<file path="config.mk">
export PLATFORM = sky130hd
export DESIGN_NAME = epc_ctrl
export DESIGN_NICKNAME = d
export VERILOG_FILES = /design/src/epc_ctrl.v
export VERILOG_INCLUDE_DIRS = /design/src
export SDC_FILE = /design/constraint.sdc
export NUM_CORES = 1
export LEC_CHECK = 0
export BUFFER_PORTS_ARGS = -buffer_cell sky130_fd_sc_hd__buf_2
export CORE_UTILIZATION = 62
export CTS_CLUSTER_SIZE = 20
export DETAILED_ROUTE_END_ITERATION = 16
export GPL_ROUTABILITY_DRIVEN = 0
export PLACE_DENSITY = 0.9
export SLEW_MARGIN = 10
export SYNTH_ARGS = -nofsm -noshare
export SYNTH_HDL_FRONTEND = slang
export SYNTH_SLANG_ARGS = --single-unit
</file>
<file path="constraint.sdc">
create_clock -name clk -period 5.95 [get_ports clk]
set_clock_uncertainty 0.1 [all_clocks]
set_input_delay 0.2975 -clock clk [delete_from_list [all_inputs] [get_ports clk]]
set_output_delay 0.2975 -clock clk [all_outputs]
set_load 0.05 [all_outputs]
</file>
<file path="src/epc_consts.vh">
// Operation
// RULE1: Part holds 262,144 bytes, 18 address lines.
// RULE2: Data lines float when gate or select high.
// RULE3: Strobe high in reads, 2 us margin.
// RULE4: Erased cells read as all ones.
// RULE5: Programming only writes zeros into ones.
// RULE6: Address, data, core supply, then program supply.
// RULE7: Byte program: select low, gate high, 0.1 ms.
// RULE8: Gate low after pulse to verify byte.
// RULE9: Retry mismatching byte, at most ten pulses.
// RULE10: Ten failed byte pulses flag device failure.
// RULE11: Lower both supplies, then read back everything. Supply-down only lowers them; the testbench then reads back three bytes.
// RULE12: Page: four gate pulses latch four bytes.
// RULE13: Each page latch gate pulse lasts 1 us.
// RULE14: Select and gate high, then 0.1 ms pulse.
// RULE15: Verify four bytes, retry page up to ten.
// RULE16: Ten failed page pulses reject the device.
// RULE17: Part drives data when selected, gated, strobe high.
// RULE18: Part writes only under low strobe, program level.
`ifndef EPC_CONSTS_VH
`define EPC_CONSTS_VH

// ----------------------------------------------------------------------------
// Timing
// ----------------------------------------------------------------------------
`define EPC_CLK_NS        100
`define EPC_T_SETUP_NS    2000
`define EPC_T_LATCH_NS    1000
`define EPC_T_PULSE_NS    100000
`define EPC_SETUP_CYC     ((`EPC_T_SETUP_NS + `EPC_CLK_NS - 1) / `EPC_CLK_NS)
`define EPC_LATCH_CYC     ((`EPC_T_LATCH_NS + `EPC_CLK_NS - 1) / `EPC_CLK_NS)
`define EPC_PULSE_CYC     (`EPC_T_PULSE_NS / `EPC_CLK_NS)
`define EPC_MAX_TRIES     4'ha

// ----------------------------------------------------------------------------
// Command codes and widths
// ----------------------------------------------------------------------------
`define EPC_OP_READ       3'h0
`define EPC_OP_SUPPLY_UP  3'h1
`define EPC_OP_BYTE       3'h2
`define EPC_OP_PAGE       3'h3
`define EPC_OP_SUPPLY_DN  3'h4
`define EPC_ADDR_W        18
`define EPC_ERASED_BYTE   8'hff

`endif

</file>
<file path="src/epc_ctrl.v">
`timescale 1ns/1ps
`default_nettype none
`include "epc_consts.vh"

module epc_ctrl
(
  input  wire        clk,
  input  wire        rst,
  input  wire        cmd_valid,
  input  wire [2:0]  cmd_op,
  input  wire [17:0] cmd_addr,
  input  wire [31:0] cmd_data,
  output wire        cmd_ready,
  output reg         done_valid,
  output reg  [7:0]  done_data,
  output reg         done_fail,
  output reg  [17:0] address_lines,
  output reg         chip_select_n,
  output reg         output_gate_n,
  output reg         program_strobe_n,
  output reg  [7:0]  data_lines_o,
  output reg         data_lines_oe,
  input  wire [7:0]  data_lines_i,
  output reg         vcc_prog_en,
  output reg         vpp_prog_en
);

  // --------------------------------------------------------------------------
  // States
  // --------------------------------------------------------------------------
  localparam [3:0] S_IDLE   = 4'h0;
  localparam [3:0] S_RDWAIT = 4'h1;
  localparam [3:0] S_VCC    = 4'h2;
  localparam [3:0] S_VPP    = 4'h3;
  localparam [3:0] S_VDN    = 4'h4;
  localparam [3:0] S_LSETUP = 4'h5;
  localparam [3:0] S_LLOW   = 4'h6;
  localparam [3:0] S_LHIGH  = 4'h7;
  localparam [3:0] S_SETUP  = 4'h8;
  localparam [3:0] S_PULSE  = 4'h9;
  localparam [3:0] S_RECOV  = 4'ha;
  localparam [3:0] S_VFY    = 4'hb;
  localparam [3:0] S_FIN    = 4'hc;

  // --------------------------------------------------------------------------
  // Helpers
  // --------------------------------------------------------------------------

  // A state that loads cyc(n) lasts exactly n clock cycles.
  function [10:0] cyc;
    input [31:0] n;
    begin
      cyc = n[10:0] - 11'h001;
    end
  endfunction

  // Picks byte idx of a page word, byte 0 in the low lane.
  function [7:0] byte_sel;
    input [31:0] w;
    input [1:0]  idx;
    begin
      byte_sel = w[8 * idx +: 8];
    end
  endfunction

  reg [3:0]  state_q;
  reg [2:0]  op_q;
  reg [17:0] base_q;
  reg [31:0] wdata_q;
  reg [3:0]  tries_q;
  reg [1:0]  bidx_q;
  reg        mism_q;
  reg [10:0] tmr_q;
  reg [7:0]  sync1_q;
  reg [7:0]  sync2_q;
  reg [7:0]  sync3_q;
  reg [7:0]  rd_q;

  wire       tz      = (tmr_q == 11'h000);
  wire       is_page = (op_q == `EPC_OP_PAGE);
  wire [7:0] exp_b   = is_page ? byte_sel(wdata_q, bidx_q) : wdata_q[7:0];
  wire       bad_now = mism_q | (rd_q != exp_b);

  assign cmd_ready = (state_q == S_IDLE);

  // --------------------------------------------------------------------------
  // Read-back synchroniser
  // --------------------------------------------------------------------------

  // The part is asynchronous to us; a byte counts only once stages 2 and 3 agree.
  always @(posedge clk)
  begin
    if (rst)
    begin
      sync1_q <= `EPC_ERASED_BYTE;
      sync2_q <= `EPC_ERASED_BYTE;
      sync3_q <= `EPC_ERASED_BYTE;
      rd_q    <= `EPC_ERASED_BYTE;
    end
    else
    begin
      sync1_q <= data_lines_i;
      sync2_q <= sync1_q;
      sync3_q <= sync2_q;
      if (sync2_q == sync3_q)
        rd_q <= sync3_q;
    end
  end

  // --------------------------------------------------------------------------
  // Sequencer
  // --------------------------------------------------------------------------

  // Every phase waits on one shared timer; each wait but the 1 us latch pulse is at least 2 us, which
  // covers all setup and hold figures and the data-settle time at once.
  always @(posedge clk)
  begin
    if (rst)
    begin
      state_q          <= S_IDLE;
      op_q             <= `EPC_OP_READ;
      base_q           <= 18'h00000;
      wdata_q          <= 32'hffffffff;
      tries_q          <= 4'h0;
      bidx_q           <= 2'h0;
      mism_q           <= 1'b0;
      tmr_q            <= 11'h000;
      done_valid       <= 1'b0;
      done_data        <= 8'h00;
      done_fail        <= 1'b0;
      address_lines    <= 18'h00000;
      chip_select_n    <= 1'b1;
      output_gate_n    <= 1'b1;
      program_strobe_n <= 1'b1;
      data_lines_o     <= 8'h00;
      data_lines_oe    <= 1'b0;
      vcc_prog_en      <= 1'b0;
      vpp_prog_en      <= 1'b0;
    end
    else
    begin
      done_valid <= 1'b0;
      if (!tz)
        tmr_q <= tmr_q - 11'h001;
      case (state_q)
        S_IDLE:
        begin
          if (cmd_valid)
          begin
            op_q          <= cmd_op;
            wdata_q       <= cmd_data;
            tries_q       <= 4'h0;
            bidx_q        <= 2'h0;
            mism_q        <= 1'b0;
            done_fail     <= 1'b0;
            base_q        <= cmd_addr;
            address_lines <= cmd_addr;                  // RULE1
            data_lines_o  <= cmd_data[7:0];
            tmr_q         <= cyc(`EPC_SETUP_CYC);
            case (cmd_op)
              `EPC_OP_READ:
              begin
                // Strobe stays high for the whole read.
                chip_select_n <= 1'b0;                  // RULE3
                output_gate_n <= 1'b0;
                data_lines_oe <= 1'b0;
                state_q       <= S_RDWAIT;
              end
              `EPC_OP_SUPPLY_UP:
              begin
                data_lines_oe <= 1'b1;                  // RULE6
                state_q       <= S_VCC;
              end
              `EPC_OP_SUPPLY_DN:
              begin
                data_lines_oe <= 1'b0;
                vpp_prog_en   <= 1'b0;                  // RULE11
                state_q       <= S_VDN;
              end
              `EPC_OP_BYTE:
              begin
                chip_select_n <= 1'b0;                  // RULE7
                output_gate_n <= 1'b1;
                data_lines_oe <= 1'b1;                  // RULE5
                state_q       <= S_SETUP;
              end
              `EPC_OP_PAGE:
              begin
                base_q        <= {cmd_addr[17:2], 2'b00};
                address_lines <= {cmd_addr[17:2], 2'b00};
                chip_select_n <= 1'b1;                  // RULE12
                data_lines_oe <= 1'b1;
                state_q       <= S_LSETUP;
              end
              default:
              begin
                // Unknown codes are answered as a failure after the 2 us wait in S_FIN.
                done_fail <= 1'b1;
                state_q   <= S_FIN;
              end
            endcase
          end
        end
        S_RDWAIT:
        begin
          if (tz)
          begin
            done_data     <= rd_q;
            done_valid    <= 1'b1;
            chip_select_n <= 1'b1;                      // RULE2
            output_gate_n <= 1'b1;
            state_q       <= S_IDLE;
          end
        end
        S_VCC:
        begin
          if (tz)
          begin
            vcc_prog_en <= 1'b1;                        // RULE6
            tmr_q       <= cyc(`EPC_SETUP_CYC);
            state_q     <= S_VPP;
          end
        end
        S_VPP:
        begin
          if (tz)
          begin
            vpp_prog_en <= 1'b1;                        // RULE6
            tmr_q       <= cyc(`EPC_SETUP_CYC);
            state_q     <= S_FIN;
          end
        end
        S_VDN:
        begin
          if (tz)
          begin
            vcc_prog_en <= 1'b0;                        // RULE11
            tmr_q       <= cyc(`EPC_SETUP_CYC);
            state_q     <= S_FIN;
          end
        end
        S_LSETUP:
        begin
          if (tz)
          begin
            output_gate_n <= 1'b0;                      // RULE12
            tmr_q         <= cyc(`EPC_LATCH_CYC);
            state_q       <= S_LLOW;
          end
        end
        S_LLOW:
        begin
          if (tz)
          begin
            output_gate_n <= 1'b1;                      // RULE13
            tmr_q         <= cyc(`EPC_SETUP_CYC);
            state_q       <= S_LHIGH;
          end
        end
        S_LHIGH:
        begin
          if (tz)
          begin
            tmr_q <= cyc(`EPC_SETUP_CYC);
            if (bidx_q == 2'h3)
            begin
              bidx_q        <= 2'h0;
              data_lines_oe <= 1'b0;
              state_q       <= S_SETUP;                 // RULE14
            end
            else
            begin
              bidx_q        <= bidx_q + 2'h1;
              address_lines <= base_q + {16'h0000, bidx_q + 2'h1};
              data_lines_o  <= byte_sel(wdata_q, bidx_q + 2'h1);
              state_q       <= S_LSETUP;
            end
          end
        end
        S_SETUP:
        begin
          if (tz)
          begin
            program_strobe_n <= 1'b0;                   // RULE7
            tries_q          <= tries_q + 4'h1;
            tmr_q            <= cyc(`EPC_PULSE_CYC);
            state_q          <= S_PULSE;
          end
        end
        S_PULSE:
        begin
          if (tz)
          begin
            // Float before the gate drops so the part and we never fight.
            program_strobe_n <= 1'b1;
            data_lines_oe    <= 1'b0;
            address_lines    <= base_q;
            bidx_q           <= 2'h0;
            mism_q           <= 1'b0;
            tmr_q            <= cyc(`EPC_SETUP_CYC);
            state_q          <= S_RECOV;
          end
        end
        S_RECOV:
        begin
          if (tz)
          begin
            chip_select_n <= 1'b0;                      // RULE8
            output_gate_n <= 1'b0;
            tmr_q         <= cyc(`EPC_SETUP_CYC);
            state_q       <= S_VFY;
          end
        end
        S_VFY:
        begin
          if (tz)
          begin
            done_data <= rd_q;
            tmr_q     <= cyc(`EPC_SETUP_CYC);
            if (is_page && (bidx_q != 2'h3))
            begin
              mism_q        <= bad_now;                 // RULE15
              bidx_q        <= bidx_q + 2'h1;
              address_lines <= base_q + {16'h0000, bidx_q + 2'h1};
            end
            else if (!bad_now)
            begin
              output_gate_n <= 1'b1;                    // RULE9
              state_q       <= S_FIN;
            end
            else if (tries_q == `EPC_MAX_TRIES)
            begin
              done_fail     <= 1'b1;                    // RULE10 RULE16
              output_gate_n <= 1'b1;
              state_q       <= S_FIN;
            end
            else
            begin
              // Retry: rebuild the pulse conditions; the page buffer keeps its data.
              output_gate_n <= 1'b1;                    // RULE9 RULE15
              address_lines <= base_q;
              bidx_q        <= 2'h0;
              chip_select_n <= is_page;                 // RULE14
              data_lines_o  <= wdata_q[7:0];
              data_lines_oe <= !is_page;
              state_q       <= S_SETUP;
            end
          end
        end
        S_FIN:
        begin
          if (tz)
          begin
            chip_select_n <= 1'b1;
            output_gate_n <= 1'b1;
            done_valid    <= 1'b1;
            state_q       <= S_IDLE;
          end
        end
        default:
        begin
          state_q <= S_IDLE;
        end
      endcase
    end
  end

endmodule
`default_nettype wire

</file>
==> metrics <==
Crit Path Category reg -> reg; Die ar. approximately 0.013 sq mm; worst skew pair latency around 0.44 ns; Critical R2R Launch tmr_q[0]; HP Class in -> reg; top post-synthesis cells by area dfxtp_1, nand2_1, a21oi_1; Max Cap Viol 0; port bufs approximately 110; RSZ-0062 raised after global routing no; RR Endpoint address_lines[12]; synthesized instance count roughly 940; Die H around 110 microns; sequential power share between 30% and 40%; Mean Syn Cell Area 8.296 sq um; internal power 2.501 mW; # rows 40; Max Clk Rate 0.2469 GHz; Pwr Density between 400 and 500 mW/mm^2; flops & latches, synth roughly 150; Setup Viol. Count Final 0; first-pass GRT wire length roughly 36 mm; status finished, final reports clean; Die X between 100 and 150 microns; Final Critical Period 4.050 ns; CTS H-Tree Depth 4; Hold Startpoint cmd_data[23]; gr usage total a little over a third; Clk pwr share between 20% and 30%; Net Sw Frac between 40% and 50%; clock buffer count from CTS 17; Worst Tran Pin Value approximately 1.2 ns; Ports roughly 110; sequential fraction of the synthesis area between 30% and 40%; crit path cell chain inv_1 > ha_1 > nor4b_2 > and3_1 > inv_2 > nor3_1 > a21oi_1 > a211oi_2 > buf_4 > a21o_1 > a211oi_1; Post-DP Area about 0.0083 sq mm; vias in the first global route 7428; core area 0.01216 sq mm; R2R depth 11; via/cell ratio around 6.5; Arr. time, crit path about 4.2 ns; Post-CTS Setup Bufs 0; Fin Setup TNS 0 ns; Routed WL per cell between 15 and 20 microns; post-synth top area cell dfxtp_1; Ant. Diodes 0; part of the cycle the worst path needs 68.06%; Comb pwr share 41.8%; switching power around 2 mW; # clock sinks approximately 150; Relative slew margins roughly a fifth; Hold Fails Final Rpt 0; Hold Path Sink wdata_q[23]; Worst EP required ~6 ns; Clock transition at path regs about 0.06 ns; hpwl dp 13.60 mm; Crit-path slowest cell a21o_1; starting density of the core between 60% and 70%; Hold Crit Depth 3; routed wire length ~22 mm; Design Area, Final 0.009183 sq mm; Max Slew Vio Count 0; nets@finish between 1000 and 1500; Max Buffers Root-to-Sink 2; initial antenna violation count 0; Critical Path Max Stage Delay between 0.6 and 0.7 ns; drt pass-1 iters 5; largest net degree at the start of global routing ~110; static leakage approximately 3.8 nW; Setup crit end kind flip-flop; Async S/R FF share, synth 0%; placed cell count around 1200; ANT nets after route 0; Initial DRC Count between 900 and 1000; Netlist cell types 76; fin cells roughly 1200; top cell family by delay on the critical path compound AO/OA/AOI/OAI gates; drc violations 0; peak supply drop 0.3017 mV; CP max FO 26; predominant post-synthesis flop cell dfxtp_1; Area Growth Syn to Fin 17.50%; vias post-DR approximately 7800; kind of start point of the critical path flip-flop; R2R Setup Slk approximately 1.9 ns; total grt overflow 0; Net Count, Synth slightly above 1000; CTS tree done; share of layout cells above drive strength 1 between 20 and 25%; Ys Warns 0; EDFF count, synth 0; Worst Path Buf+Inv 3; Yosys top cell area share between 30% and 40%; Clock Root Buffer clkbuf_16; synthesized area 0.007815 sq mm
-- per-stage QoR --
stage,power (mW),setup WS (ns),utilization (%),hold WS (ns)
finish,4.491,1.900,75.50,0.006943
global route,4.722,1.578,75.50,0.003414
CTS,4.423,1.967,75.50,0.00006767
detailed placement,3.327,2.028,68.42,0.2923
global placement,3.275,2.171,68.42,0.2906
floorplan,2.920,2.667,-,0.2895
-- layout by cell type (no fill, tap or decap), types with 7 or more instances in the layout --
cell type	count
xnor2_1	10
ha_1	7
nor2b_1	21
o21ai_0	32
a22oi_1	11
a211oi_2	12
nor2_1	59
a211o_1	9
mux4_2	8
or2_2	26
a31oi_1	10
mux2i_1	16
nand3b_1	37
a21o_1	8
a211oi_1	33
buf_4	10
mux2_2	12
inv_1	17
buf_2	105
nand3_1	16
nor3_1	19
and3_1	14
nand2_1	153
dfxtp_1	149
a21oi_1	81
dlygate4sd3_1	27
clkbuf_16	17
-- cells in the mapped netlist, drive strengths merged (7+ instances only) --
cell type	instances
nand2	154
dfxtp	149
a21oi	81
nor2	60
clkbuf	58
a211oi	45
nand3b	37
o21ai	33
or2	26
nor2b	21
nor3	20
inv	18
mux2i	16
nand3	16
and3	14
a22oi	12
mux2	12
buf	11
a31oi	10
xnor2	10
a211o	9
a21o	8
mux4	8
ha	7
-- what timing repair did --
item                      4_1_cts  5_1_grt
hold buffers                   27        0
hold endpoints to repair       27        0
resized for setup               0        0
-- per-layer routing --
| metal | up-vias | wire length, microns | share of wire, % | global-route usage (%) |
|---|---|---|---|---|
| met5 | - | 0 | 0 | 0 |
| met4 | 0 | 982 | 4.4 | 19.74 |
| met3 | 119 | 2130 | 9.6 | 8.629 |
| met2 | 521 | 10300 | 47 | 56.40 |
| met1 | 3621 | 8661 | 39 | 44.49 |
| li1 | 3583 | - | - | - |
-- power groups by stage --
stage          Combinational, mW  Clock, mW  Sequential, mW
3_5_place_dp                1.80          0            1.53
3_3_place_gp                1.76          0            1.52
4_1_cts                     1.83       1.08            1.51
2_1_floorplan               1.20          0            1.72
5_1_grt                     2.04       1.13            1.56
6_report                    1.88       1.08            1.53
-- kinds of logic after synthesis --
logic type,synth area share (%)
and+or+nand+nor,25.54
xor gates and xnor gates,1.793
muxes,6.084
buffers and inverters,4.947
AOI/OAI and AO/OA,22.09
adders and majority gates,1.377
DFF,38.17
-- worst register-to-register path: cells and delay by family, from the launching register on --
kind,cells,cell delay (ns)
AOI/OAI and AO/OA,4,1.33
and+or+nand+nor,3,1.29
buffers and inverters,3,0.64
DFF,1,0.33
adders and majority gates,1,0.18
-- state kept, by name (all words and copies together), names as in the netlist, 2 cells and up --
register and count:
op_q 3, sync2_q 8, wdata_q 32, done_data 8, tries_q 4, sync1_q 8, state_q 4, tmr_q 11
address_lines 18, bidx_q 2, data_lines_o 8, base_q 18, sync3_q 8, rd_q 8
-- cell type report --
class | count | area (sq um)
multi-input cells | 705 | 4456
clock buffers | 19 | 452.9
clock inverters | 13 | 138.9
well taps | 168 | 210.2
inverters | 19 | 71.32
fillers | 885 | 2979
flip-flops and latches | 149 | 2983
repair buffers | 142 | 870.8
-- worst max-delay path by stage --
stage                          from                end  slack [ns]  depth (start not counted)
final                      tmr_q[0]  address_lines[12]        1.90                         11
after global routing       tmr_q[0]  address_lines[14]        1.58                         11
after CTS                 bidx_q[0]  address_lines[16]        1.97                         10
after detailed placement  bidx_q[0]  address_lines[16]        2.03                         10
after global placement    bidx_q[0]  address_lines[16]        2.17                         10
after floorplan           bidx_q[0]  address_lines[16]        2.67                         11
No activity file was read; power rests on OpenSTA's default activity.
